### src/verilog/axis_drive_defines.svh
// constants for the axis pulse-drive block: register map, fields, timing
// assumes a 10 MHz i_mclk and a 32-bit APB slave port
// Functional notes
// - outputs defined within 6 clocks of reset
// - no bus access for 4 clocks after reset
// - drive-active rises within 2 clocks of command
// - drive-active falls 1 clock after last pulse
// - first fixed/continuous pulse within 4 clocks
// - plus, minus, step pulses are active high
// - phase flags 3 after rise, clear 1 after fall
// - direction valid 1 clock after drive-active, held
// - first step pulse 1 clock after direction
// - interpolation pulse within 4, drive within 2
// - direction valid around each interpolation pulse
// - start-after-hold pulse within 4 clocks
// - instant stop finishes current pulse, then none
// - filter delays stop input by time constant
// - decelerating stop finishes pulse, then decelerates; interpolation drives ignore it and run to their count
// - lead split pulse aligned, later delayed one clock
// - without lead, every split pulse delayed one clock
// - outputs change only on rising clock edge; o_pslverr is combinational from the bus inputs
`ifndef AXIS_DRIVE_DEFINES_SVH
`define AXIS_DRIVE_DEFINES_SVH

`define CLK_PERIOD_NS 100
`define RESET_GUARD_CYCLES 3'h4
`define ADDR_CTRL 8'h00
`define ADDR_COUNT 8'h04
`define ADDR_START_PER 8'h08
`define ADDR_DRIVE_PER 8'h0C
`define ADDR_ACCEL 8'h10
`define ADDR_CMD 8'h14
`define ADDR_STATUS 8'h18
`define ADDR_REMAIN 8'h1C
`define CTRL_ONE_PULSE 0
`define CTRL_HOLD 1
`define CTRL_SPLIT_EN 2
`define CTRL_SPLIT_LEAD 3
`define CTRL_LIMIT_INSTANT 4
`define CTRL_FILTER_EN 5
`define CTRL_FILTER_SEL_LO 6
`define CTRL_RESET 8'h00
`define START_PER_RESET 16'h0064
`define DRIVE_PER_RESET 16'h0014
`define ACCEL_RESET 16'h0001
`define ST_INSTANT_SEEN 6
`define ST_DECEL_SEEN 7
`define FILT_TC0_NS 400
`define FILT_TC1_NS 1600
`define FILT_TC2_NS 6400
`define FILT_TC3_NS 25600
`define NS_TO_CYC(ns) (((ns) + `CLK_PERIOD_NS - 1) / `CLK_PERIOD_NS)

`endif

### src/verilog/axis_drive_pkg.sv
// types shared by the axis pulse-drive block
// assumes nothing beyond the constants header
package axis_drive_pkg;
	typedef enum logic [2:0] {
		ST_IDLE = 3'b000,
		ST_HELD = 3'b001,
		ST_START = 3'b010,
		ST_HIGH = 3'b011,
		ST_LOW = 3'b100,
		ST_DONE = 3'b101
	} drive_state_t;
	typedef enum logic [1:0] {
		PH_ACCEL = 2'b00,
		PH_CONST = 2'b01,
		PH_DECEL = 2'b10
	} phase_t;
	typedef enum logic [3:0] {
		CMD_NONE = 4'h0,
		CMD_FIXED_PLUS = 4'h1,
		CMD_FIXED_MINUS = 4'h2,
		CMD_CONT_PLUS = 4'h3,
		CMD_CONT_MINUS = 4'h4,
		CMD_INTERP_PLUS = 4'h5,
		CMD_INTERP_MINUS = 4'h6,
		CMD_START_HELD = 4'h7,
		CMD_INSTANT_STOP = 4'h8,
		CMD_DECEL_STOP = 4'h9
	} cmd_t;
endpackage

### src/verilog/axis_input_filter.sv
// one stop-input conditioner: synchroniser, then optional settle filter
// assumes an asynchronous active-low pin and a limit held stable by software
`timescale 1ns/1ps
`default_nettype none
module axis_input_filter #(
	parameter int CNT_W = 9
) (
	input wire logic i_mclk,
	input wire logic i_chip_reset_low,
	input wire logic i_pin_n,
	input wire logic i_filter_en,
	input wire logic [CNT_W-1:0] i_limit,
	output logic o_active
);
	logic sync1_reg;
	logic sync2_reg;
	logic filt_reg;
	logic [CNT_W-1:0] cnt_reg;

	// pins are asynchronous; only sync2 is read below
	always_ff @(posedge i_mclk)
	begin
		if (!i_chip_reset_low)
		begin
			sync1_reg <= 1'b0;
			sync2_reg <= 1'b0;
		end
		else
		begin
			sync1_reg <= ~i_pin_n;
			sync2_reg <= sync1_reg;
		end
	end

	always_ff @(posedge i_mclk)
	begin
		if (!i_chip_reset_low)
		begin
			filt_reg <= 1'b0;
			cnt_reg <= '0;
		end
		else if (sync2_reg == filt_reg)
			cnt_reg <= '0;
		else if (cnt_reg >= i_limit)
		begin
			filt_reg <= sync2_reg;
			cnt_reg <= '0;
		end
		else
			cnt_reg <= cnt_reg + 1'b1;
	end

	// bypass still costs the two sync stages
	assign o_active = i_filter_en ? filt_reg : sync2_reg;
endmodule // axis_input_filter
`default_nettype wire

### src/verilog/axis_pulse_drive_timing.sv
// one motion axis: APB registers, drive sequencer, pulse, direction, split
// assumes an APB master on i_mclk and active-low stop pins from the machine
//
// Decided for this implementation: the APB register port and the register offsets.
`timescale 1ns/1ps
`default_nettype none
`include "axis_drive_defines.svh"
module axis_pulse_drive_timing
	import axis_drive_pkg::*;
#(
	parameter int PER_W = 16,
	parameter int CNT_W = 24,
	parameter int FILT_W = 9
) (
	input wire logic i_mclk,
	input wire logic i_chip_reset_low,
	input wire logic i_psel,
	input wire logic i_penable,
	input wire logic i_pwrite,
	input wire logic [7:0] i_paddr,
	input wire logic [31:0] i_pwdata,
	output logic [31:0] o_prdata,
	output logic o_pready,
	output logic o_pslverr,
	input wire logic i_emergency_stop_in_n,
	input wire logic i_servo_alarm_in_n,
	input wire logic [1:0] i_limit_switch_in_n,
	input wire logic [2:0] i_decel_stop_in_n,
	output logic o_axis_drive_active,
	output logic o_plus_pulse_out,
	output logic o_minus_pulse_out,
	output logic o_step_pulse_out,
	output logic o_direction_out,
	output logic o_split_pulse_out,
	output logic o_accel_phase_flag,
	output logic o_const_speed_flag,
	output logic o_decel_phase_flag
);
	localparam int NIN = 7;
	localparam logic [FILT_W-1:0] TC0 = FILT_W'(`NS_TO_CYC(`FILT_TC0_NS));
	localparam logic [FILT_W-1:0] TC1 = FILT_W'(`NS_TO_CYC(`FILT_TC1_NS));
	localparam logic [FILT_W-1:0] TC2 = FILT_W'(`NS_TO_CYC(`FILT_TC2_NS));
	localparam logic [FILT_W-1:0] TC3 = FILT_W'(`NS_TO_CYC(`FILT_TC3_NS));

	logic [7:0] ctrl_reg;
	logic [CNT_W-1:0] count_reg;
	logic [PER_W-1:0] start_per_reg;
	logic [PER_W-1:0] drive_per_reg;
	logic [PER_W-1:0] accel_reg;
	logic [2:0] guard_reg;
	logic [31:0] prdata_reg;
	logic inst_seen_reg;
	logic decel_seen_reg;
	drive_state_t state_reg;
	phase_t phase_reg;
	logic [PER_W-1:0] per_reg;
	logic [PER_W-1:0] tcnt_reg;
	logic [CNT_W-1:0] remain_reg;
	logic [CNT_W-1:0] accel_cnt_reg;
	logic cont_reg;
	logic interp_reg;
	logic dir_cmd_reg;
	logic dir_reg;
	logic drive_reg;
	logic pulse_reg;
	logic plus_reg;
	logic minus_reg;
	logic step_reg;
	logic split_reg;
	logic first_reg;
	logic [1:0] age_reg;
	logic [2:0] flags_reg;
	logic inst_req_reg;
	logic decel_req_reg;

	logic access;
	logic wr;
	logic addr_ok;
	logic [3:0] wcmd;
	logic drive_cmd;
	logic start_cmd;
	logic inst_cmd;
	logic decel_cmd;
	logic [NIN-1:0] pins_n;
	logic [NIN-1:0] act;
	logic [FILT_W-1:0] tc_sel;
	logic inst_in;
	logic decel_in;
	logic [PER_W-1:0] hi_len;
	logic pulse_start;
	logic end_high;
	logic end_low;
	logic go_on;
	logic pulse_next;
	logic [PER_W:0] per_up;

	// bus side
	assign access = i_psel && i_penable && o_pready;
	assign wr = access && i_pwrite;
	assign addr_ok = (i_paddr[1:0] == 2'h0) && (i_paddr <= `ADDR_REMAIN);
	assign wcmd = (wr && i_paddr == `ADDR_CMD) ? i_pwdata[3:0] : CMD_NONE;
	assign drive_cmd = (wcmd >= CMD_FIXED_PLUS) && (wcmd <= CMD_INTERP_MINUS);
	assign start_cmd = (wcmd == CMD_START_HELD) && (state_reg == ST_HELD);
	assign inst_cmd = (wcmd == CMD_INSTANT_STOP);
	assign decel_cmd = (wcmd == CMD_DECEL_STOP);

	always_ff @(posedge i_mclk)
	begin
		if (!i_chip_reset_low)
			guard_reg <= `RESET_GUARD_CYCLES;
		else if (guard_reg != 3'h0)
			guard_reg <= guard_reg - 3'h1;
	end
	assign o_pready = (guard_reg == 3'h0);
	assign o_pslverr = access && !addr_ok;

	always_ff @(posedge i_mclk)
	begin
		if (!i_chip_reset_low)
		begin
			ctrl_reg <= `CTRL_RESET;
			count_reg <= '0;
			start_per_reg <= `START_PER_RESET;
			drive_per_reg <= `DRIVE_PER_RESET;
			accel_reg <= `ACCEL_RESET;
		end
		else if (wr)
		begin
			unique case (i_paddr)
				`ADDR_CTRL: ctrl_reg <= i_pwdata[7:0];
				`ADDR_COUNT: count_reg <= i_pwdata[CNT_W-1:0];
				`ADDR_START_PER: start_per_reg <= i_pwdata[PER_W-1:0];
				`ADDR_DRIVE_PER: drive_per_reg <= i_pwdata[PER_W-1:0];
				`ADDR_ACCEL: accel_reg <= i_pwdata[PER_W-1:0];
				default: ;
			endcase
		end
	end

	// read data sampled every bus cycle, so it is one clock old
	always_ff @(posedge i_mclk)
	begin
		if (!i_chip_reset_low)
			prdata_reg <= 32'h0;
		else if (i_psel)
		begin
			unique case (i_paddr)
				`ADDR_CTRL: prdata_reg <= {24'h0, ctrl_reg};
				`ADDR_COUNT: prdata_reg <= 32'(count_reg);
				`ADDR_START_PER: prdata_reg <= 32'(start_per_reg);
				`ADDR_DRIVE_PER: prdata_reg <= 32'(drive_per_reg);
				`ADDR_ACCEL: prdata_reg <= 32'(accel_reg);
				`ADDR_STATUS: prdata_reg <= {17'h0, act, decel_seen_reg, inst_seen_reg,
					state_reg == ST_HELD, dir_reg, flags_reg, drive_reg};
				`ADDR_REMAIN: prdata_reg <= 32'(remain_reg);
				default: prdata_reg <= 32'h0;
			endcase
		end
	end
	assign o_prdata = prdata_reg;

	// stop inputs
	assign pins_n = {i_decel_stop_in_n, i_limit_switch_in_n, i_servo_alarm_in_n, i_emergency_stop_in_n};
	always_comb
	begin
		unique case (ctrl_reg[`CTRL_FILTER_SEL_LO +: 2])
			2'h0: tc_sel = TC0;
			2'h1: tc_sel = TC1;
			2'h2: tc_sel = TC2;
			default: tc_sel = TC3;
		endcase
	end

	genvar gi;
	generate
		for (gi = 0; gi < NIN; gi++)
		begin : g_filt
			axis_input_filter #(
				.CNT_W(FILT_W)
			) u_filt (
				.i_mclk(i_mclk),
				.i_chip_reset_low(i_chip_reset_low),
				.i_pin_n(pins_n[gi]),
				.i_filter_en(ctrl_reg[`CTRL_FILTER_EN]),
				.i_limit(tc_sel),
				.o_active(act[gi])
			);
		end
	endgenerate

	// limit in the moving direction only; bit 2 plus, bit 3 minus
	assign inst_in = act[0] || act[1] ||
		(ctrl_reg[`CTRL_LIMIT_INSTANT] && (dir_reg ? act[3] : act[2]));
	assign decel_in = (|act[6:4]) ||
		(!ctrl_reg[`CTRL_LIMIT_INSTANT] && (dir_reg ? act[3] : act[2]));

	always_ff @(posedge i_mclk)
	begin
		if (!i_chip_reset_low)
		begin
			inst_req_reg <= 1'b0;
			decel_req_reg <= 1'b0;
		end
		// a command refused while busy must not undo a pending stop
		else if (drive_cmd && state_reg == ST_IDLE)
		begin
			inst_req_reg <= 1'b0;
			decel_req_reg <= 1'b0;
		end
		else
		begin
			if (inst_cmd || inst_in)
				inst_req_reg <= 1'b1;
			if (decel_cmd || decel_in)
				decel_req_reg <= 1'b1;
		end
	end

	// sticky causes, write one to clear; a new event wins
	always_ff @(posedge i_mclk)
	begin
		if (!i_chip_reset_low)
		begin
			inst_seen_reg <= 1'b0;
			decel_seen_reg <= 1'b0;
		end
		else
		begin
			if (inst_req_reg && drive_reg)
				inst_seen_reg <= 1'b1;
			else if (wr && i_paddr == `ADDR_STATUS && i_pwdata[`ST_INSTANT_SEEN])
				inst_seen_reg <= 1'b0;
			if (decel_req_reg && drive_reg)
				decel_seen_reg <= 1'b1;
			else if (wr && i_paddr == `ADDR_STATUS && i_pwdata[`ST_DECEL_SEEN])
				decel_seen_reg <= 1'b0;
		end
	end

	// pulse timing; high half of the period, never below one clock
	assign hi_len = (per_reg[PER_W-1:1] == '0) ? PER_W'(1) : {1'b0, per_reg[PER_W-1:1]};
	assign end_high = (state_reg == ST_HIGH) && (tcnt_reg == '0);
	assign end_low = (state_reg == ST_LOW) && (tcnt_reg == '0);
	assign go_on = !inst_req_reg && (cont_reg || remain_reg != '0) &&
		!(decel_req_reg && phase_reg == PH_DECEL && per_reg >= start_per_reg);
	assign pulse_start = ((state_reg == ST_START) && (tcnt_reg != '0)) || (end_low && go_on);
	assign pulse_next = pulse_start || (pulse_reg && !end_high);
	assign per_up = {1'b0, per_reg} + {1'b0, accel_reg};

	always_ff @(posedge i_mclk)
	begin
		if (!i_chip_reset_low)
		begin
			state_reg <= ST_IDLE;
			tcnt_reg <= '0;
			drive_reg <= 1'b0;
		end
		else
		begin
			unique case (state_reg)
				ST_IDLE:
				begin
					// drive-active one clock after the write
					if (drive_cmd)
					begin
						drive_reg <= 1'b1;
						tcnt_reg <= '0;
						state_reg <= ctrl_reg[`CTRL_HOLD] ? ST_HELD : ST_START;
					end
				end
				ST_HELD:
				begin
					if (start_cmd)
					begin
						tcnt_reg <= PER_W'(1);
						state_reg <= ST_START;
					end
					else if (inst_req_reg)
						state_reg <= ST_DONE;
				end
				ST_START:
				begin
					// pulse two clocks after drive-active
					if (tcnt_reg == '0)
						tcnt_reg <= PER_W'(1);
					else
					begin
						tcnt_reg <= hi_len - PER_W'(1);
						state_reg <= ST_HIGH;
					end
				end
				ST_HIGH:
				begin
					if (end_high)
					begin
						tcnt_reg <= per_reg - hi_len - PER_W'(1);
						state_reg <= ST_LOW;
					end
					else
						tcnt_reg <= tcnt_reg - PER_W'(1);
				end
				ST_LOW:
				begin
					if (end_low && go_on)
					begin
						tcnt_reg <= hi_len - PER_W'(1);
						state_reg <= ST_HIGH;
					end
					else if (end_low)
						state_reg <= ST_DONE;
					else
						tcnt_reg <= tcnt_reg - PER_W'(1);
				end
				ST_DONE:
				begin
					drive_reg <= 1'b0;
					state_reg <= ST_IDLE;
				end
				default: state_reg <= ST_IDLE;
			endcase
		end
	end

	// command capture and speed profile
	always_ff @(posedge i_mclk)
	begin
		if (!i_chip_reset_low)
		begin
			cont_reg <= 1'b0;
			interp_reg <= 1'b0;
			dir_cmd_reg <= 1'b0;
			remain_reg <= '0;
			accel_cnt_reg <= '0;
			per_reg <= `START_PER_RESET;
			phase_reg <= PH_ACCEL;
		end
		else if (drive_cmd && state_reg == ST_IDLE)
		begin
			cont_reg <= (wcmd == CMD_CONT_PLUS) || (wcmd == CMD_CONT_MINUS);
			interp_reg <= (wcmd == CMD_INTERP_PLUS) || (wcmd == CMD_INTERP_MINUS);
			dir_cmd_reg <= (wcmd == CMD_FIXED_MINUS) || (wcmd == CMD_CONT_MINUS) ||
				(wcmd == CMD_INTERP_MINUS);
			remain_reg <= count_reg;
			accel_cnt_reg <= '0;
			// interpolation runs at drive speed with no ramp
			per_reg <= (wcmd >= CMD_INTERP_PLUS) ? drive_per_reg : start_per_reg;
			phase_reg <= (wcmd >= CMD_INTERP_PLUS) ? PH_CONST : PH_ACCEL;
		end
		else
		begin
			// no wrap at zero, so a count of 0 still gives one pulse
			if (pulse_start && !cont_reg && remain_reg != '0)
				remain_reg <= remain_reg - CNT_W'(1);
			if (end_low && go_on && !interp_reg)
			begin
				if (decel_req_reg || (!cont_reg && remain_reg <= accel_cnt_reg))
				begin
					phase_reg <= PH_DECEL;
					per_reg <= (per_up > {1'b0, start_per_reg}) ? start_per_reg : per_up[PER_W-1:0];
				end
				else if ({1'b0, per_reg} > {1'b0, drive_per_reg} + {1'b0, accel_reg})
				begin
					per_reg <= per_reg - accel_reg;
					accel_cnt_reg <= accel_cnt_reg + CNT_W'(1);
				end
				else
				begin
					per_reg <= drive_per_reg;
					phase_reg <= PH_CONST;
				end
			end
		end
	end

	always_ff @(posedge i_mclk)
	begin
		if (!i_chip_reset_low)
			dir_reg <= 1'b0;
		else if (drive_reg && (state_reg == ST_HELD || (state_reg == ST_START && tcnt_reg == '0)))
			dir_reg <= dir_cmd_reg;
	end

	always_ff @(posedge i_mclk)
	begin
		if (!i_chip_reset_low)
		begin
			pulse_reg <= 1'b0;
			plus_reg <= 1'b0;
			minus_reg <= 1'b0;
			step_reg <= 1'b0;
		end
		else
		begin
			pulse_reg <= pulse_next;
			plus_reg <= pulse_next && !ctrl_reg[`CTRL_ONE_PULSE] && !dir_cmd_reg;
			minus_reg <= pulse_next && !ctrl_reg[`CTRL_ONE_PULSE] && dir_cmd_reg;
			step_reg <= pulse_next && ctrl_reg[`CTRL_ONE_PULSE];
		end
	end

	// lead split pulse one clock wider
	// split follows the pulse by one clock
	always_ff @(posedge i_mclk)
	begin
		if (!i_chip_reset_low)
		begin
			split_reg <= 1'b0;
			first_reg <= 1'b0;
		end
		else
		begin
			if (drive_cmd && state_reg == ST_IDLE)
				first_reg <= 1'b1;
			else if (pulse_start)
				first_reg <= 1'b0;
			split_reg <= ctrl_reg[`CTRL_SPLIT_EN] &&
				(pulse_reg || (pulse_start && first_reg && ctrl_reg[`CTRL_SPLIT_LEAD]));
		end
	end

	always_ff @(posedge i_mclk)
	begin
		if (!i_chip_reset_low)
		begin
			age_reg <= 2'h0;
			flags_reg <= 3'h0;
		end
		else
		begin
			if (!drive_reg)
				age_reg <= 2'h0;
			else if (age_reg != 2'h3)
				age_reg <= age_reg + 2'h1;
			if (drive_reg && age_reg >= 2'h2)
				flags_reg <= {phase_reg == PH_DECEL, phase_reg == PH_CONST, phase_reg == PH_ACCEL};
			else
				flags_reg <= 3'h0;
		end
	end

	// all outputs reset at the first edge
	assign o_axis_drive_active = drive_reg;
	assign o_plus_pulse_out = plus_reg;
	assign o_minus_pulse_out = minus_reg;
	assign o_step_pulse_out = step_reg;
	assign o_direction_out = dir_reg;
	assign o_split_pulse_out = split_reg;
	assign o_accel_phase_flag = flags_reg[0];
	assign o_const_speed_flag = flags_reg[1];
	assign o_decel_phase_flag = flags_reg[2];
endmodule // axis_pulse_drive_timing
`default_nettype wire

### config.mk
export PLATFORM = sky130hd
export DESIGN_NAME = axis_pulse_drive_timing
export DESIGN_NICKNAME = d
export VERILOG_FILES = /design/src/verilog/axis_drive_pkg.sv /design/src/verilog/axis_input_filter.sv /design/src/verilog/axis_pulse_drive_timing.sv
export VERILOG_INCLUDE_DIRS = /design/src /design/src/verilog
export SDC_FILE = /design/constraint.sdc
export NUM_CORES = 1
export LEC_CHECK = 0
export ABC_AREA = 0
export BUFFER_PORTS_ARGS = -buffer_cell sky130_fd_sc_hd__buf_2
export CAP_MARGIN = 20
export CELL_PAD_IN_SITES_DETAIL_PLACEMENT = 1
export CELL_PAD_IN_SITES_GLOBAL_PLACEMENT = 2
export CORE_MARGIN = 8
export CORE_UTILIZATION = 30
export CTS_BUF_LIST = sky130_fd_sc_hd__clkbuf_8
export CTS_CLUSTER_SIZE = 12
export DETAILED_ROUTE_END_ITERATION = 16
export PLACE_DENSITY_LB_ADDON = 0.1
export SYNTH_ARGS = -nofsm -noshare
export SYNTH_HDL_FRONTEND = slang
export SYNTH_SLANG_ARGS = --single-unit
### constraint.sdc
create_clock -name i_mclk -period 10.1 [get_ports i_mclk]
set_clock_uncertainty 0.1 [all_clocks]
set_input_delay 0.505 -clock i_mclk [delete_from_list [all_inputs] [get_ports i_mclk]]
set_output_delay 0.505 -clock i_mclk [all_outputs]
set_load 0.02 [all_outputs]
==> flow_summary.json <==
{
  "status": "completed",
  "path_buf_inv": 1,
  "setup_viol": 0,
  "avgSynthCellArea_sq_um": 7.927,
  "grt_pass1_vias": 18850,
  "seq_area_sq_mm": 0.005926,
  "ir_drop_uv": 83.66,
  "multi_input_area_sq_mm": 0.01247,
  "synth_edf_count": 0,
  "required_ns": 10.52,
  "drv_cap": 0,
  "cp_cell_sequence": "ha_1 > a21o_1 > a21oi_1 > o21bai_1 > a21oi_1 > o21ai_0 > a2111oi_0 > o31ai_1 > a21oi_1 > xor2_1 > ha_1 > nand4_1 > nor2_1 > a32oi_1 > o211ai_1 > a41oi_2 > buf_4 > nand4_1 > nor4_1 > xnor2_1 > nor2_1",
  "post_cts_buffers": 0,
  "floorplan.initialDensity_pct": 30.22,
  "ios": 95,
  "critPathKind": "flip-flop to flip-flop",
  "use_met3_pct": 2.585,
  "cpLargestDelayFamily": "compound AO/OA/AOI/OAI gates",
  "setup.worst_path.start_class": "flip-flop",
  "largest_register_ffs": 63,
  "coreArea_sq_mm": 0.06412,
  "r2r_setup_slack_ns": 3.97,
  "leakage_uw": 0.008574,
  "clock_path_buffers": 3,
  "slew_headroom_pct": 29.41,
  "dieArea_sq_mm": 0.07297,
  "grt_max_degree": 59,
  "grt_pass1_wl_mm": 115.4,
  "use_met2_pct": 33.24,
  "fin_setup_tns_ns": 0,
  "portBuffers": 78,
  "clockRootBuffer": "clkbuf_8",
  "overflow": 0,
  "mostFrequentLayoutCells": "dfxtp_1 (296), nor2_1 (276), nand2_1 (263), a21oi_1 (217), ha_1 (194)",
  "ys_ff_latch": 296,
  "num_vias": 18200,
  "p_per_area_mw_per_mm2": 116.5,
  "tightestPinTransition_ns": 1.048,
  "swShare_pct": 25.01,
  "syn2layout_area_growth_pct": 13.61,
  "cp-end-kind": "flip-flop",
  "drt_wl_total_mm": 74.88,
  "drtIter0Drc": 1044,
  "die_h_um": 270.1,
  "drive_gt1_share_pct": 9.516,
  "totalPowerFinal_uw": 2565,
  "drv_slew": 0,
  "gr-usage-met1_pct": 26.77,
  "synthDistinctLibCells": 85,
  "crit_path_max_fanout": 23,
  "antenna_left": 0,
  "gp_congestion": 0.8575,
  "p_comb_share_pct": 4.4,
  "worst_path_largest_cell_delay_ns": 0.72,
  "crit_slowest_cell": "nand4_1",
  "p_clk_share_pct": 49.3,
  "synthFlopType": "dfxtp_1",
  "async_flop_share_pct": 0,
  "final_hold_viol_count": 0,
  "first_pass_iters": 7,
  "drcViolationCount": 0,
  "rsz0062_at_grt": "no",
  "nFillCells": 7721,
  "clock_sinks": 296,
  "ys_seq_area_share_pct": 30.59,
  "crit_arrival_ns": 6.55,
  "wl_per_cell_um": 21.89,
  "crit_path_frequent_cell": "a21oi_1",
  "synth_area_sq_mm": 0.01937,
  "p_seq_share_pct": 46.3,
  "cts_tree": "built",
  "syn_inst": 2444,
  "clock_latency_ns": 0.64,
  "period_needed_ns": 6.134,
  "rows": 93,
  "grtUsageTotal_pct": 19.92,
  "layout_commonest_cell": "dfxtp_1",
  "post-route-period-util_pct": 60.73,
  "antenna_found_initial": 2,
  "yosys_warnings": 0,
  "vias_per_cell": 5.323,
  "cts.clk_slew.worst_paths_ns": 0.06,
  "hpwlAfterDp_mm": 56.58,
  "die_w_um": 270.1,
  "cts_buffers": 58,
  "hold_path.class": "input port to flip-flop",
  "p_switching_uw": 641.4,
  "fmax_ghz": 0.1630,
  "top_usage_layer": "met2",
  "fin_nets": 2770,
  "p_int_uw": 1923,
  "cts.htree.levels": 2
}
[layout make-up]
type,count,area share (%)
multi-input combinational,1894,56.66
sequential,296,26.92
clock buffer,78,4.877
tap,855,4.860
timing repair buffer,123,3.507
inverter,147,2.518
clock inverter,26,0.6424
antenna,1,0.01137
[synth_stat cells (all sizes together), types with 14 or more instances]
library cell | n | share of area, %
o211ai | 16 | 0.62
ha | 194 | 13
nand3 | 84 | 2.2
clkbuf | 84 | 1.6
a21oi | 218 | 5.6
a211oi | 28 | 1.1
nand4 | 28 | 0.98
o21bai | 14 | 0.54
nand2b | 23 | 0.74
o21a | 15 | 0.58
a211o | 17 | 0.77
or3 | 16 | 0.52
xor2 | 72 | 3.3
and3 | 19 | 0.61
and2 | 20 | 0.65
xnor2 | 74 | 3.3
a31oi | 31 | 1.0
mux2 | 15 | 0.87
mux2i | 38 | 2.0
o21ai | 96 | 2.5
nor2 | 280 | 5.4
inv | 147 | 2.8
buf | 30 | 0.84
dfxtp | 296 | 31
nor4 | 31 | 1.2
a22oi | 52 | 2.0
nor2b | 16 | 0.52
nand2 | 263 | 5.1
nor3 | 51 | 1.4
[repair_timing]
item | in CTS | in global routing
hold endpoints to repair | 16 | 0
hold buffers | 16 | 0
gates resized for setup | 0 | 0
setup endpoints to repair | 0 | 0
[metrics by stage]
step                      hold slack, ns  setup WS [ns]  utilization [%]  cell area (sq um)  std cells
after global placement            0.3203          4.105            32.16              20620       3298
after global routing             0.02602          3.535            34.32              22010       3419
final                            0.06219          3.966            34.33              22010       3420
after detailed placement          0.3247          4.010            32.18              20630       3299
after CTS                       0.007431          3.967            34.32              22010       3419
after floorplan                   0.3119          5.712                -              19400       2451
[path summary, 6_finish.rpt]
| kind | from | end | depth (start not counted) |
|---|---|---|---|
| worst max-delay path | accel_reg[1] | accel_cnt_reg[8] | 21 |
| worst max register to register | accel_reg[1] | accel_cnt_reg[8] | 21 |
| worst min register to register | g_filt[0].u_filt.sync1_reg | g_filt[0].u_filt.sync2_reg | 1 |
| worst min-delay path | i_pwdata[15] | count_reg[15] | 3 |
[cells by family (layout without fill, tap and decap cells)]
logic type	count (synthesis)	count (layout)	share of synthesized area, %
DFF	296	296	30.59
and+or+nand+nor	881	881	21.36
AOI/OAI and AO/OA	608	608	20.34
other	1	9	0.01936
adders and majority gates	198	198	12.94
xor gates and xnor gates	146	146	6.600
buffers and inverters	261	374	5.315
muxes	53	53	2.835
[tightest hold or removal path, stage by stage]
cell and delay, ns:
buf_2 0.13, nand2_1 0.06, a21oi_1 0.05
[layer usage]
metal / up-vias / wire [um]
li1: 8823 / -
met1: 8954 / 35320
met2: 319 / 34760
met3: 105 / 2926
met4: 2 / 1861
met5: - / 13
[power by group through the flow]
stage	clock (uW)	sequential, uW	combinational (uW)
6_report	1270	1190	113
5_1_grt	1370	1190	124
4_1_cts	1320	1190	115
3_5_place_dp	0	1210	109
3_3_place_gp	0	1210	109
2_1_floorplan	0	1210	68.1
Power figures use the tool's default switching activity.
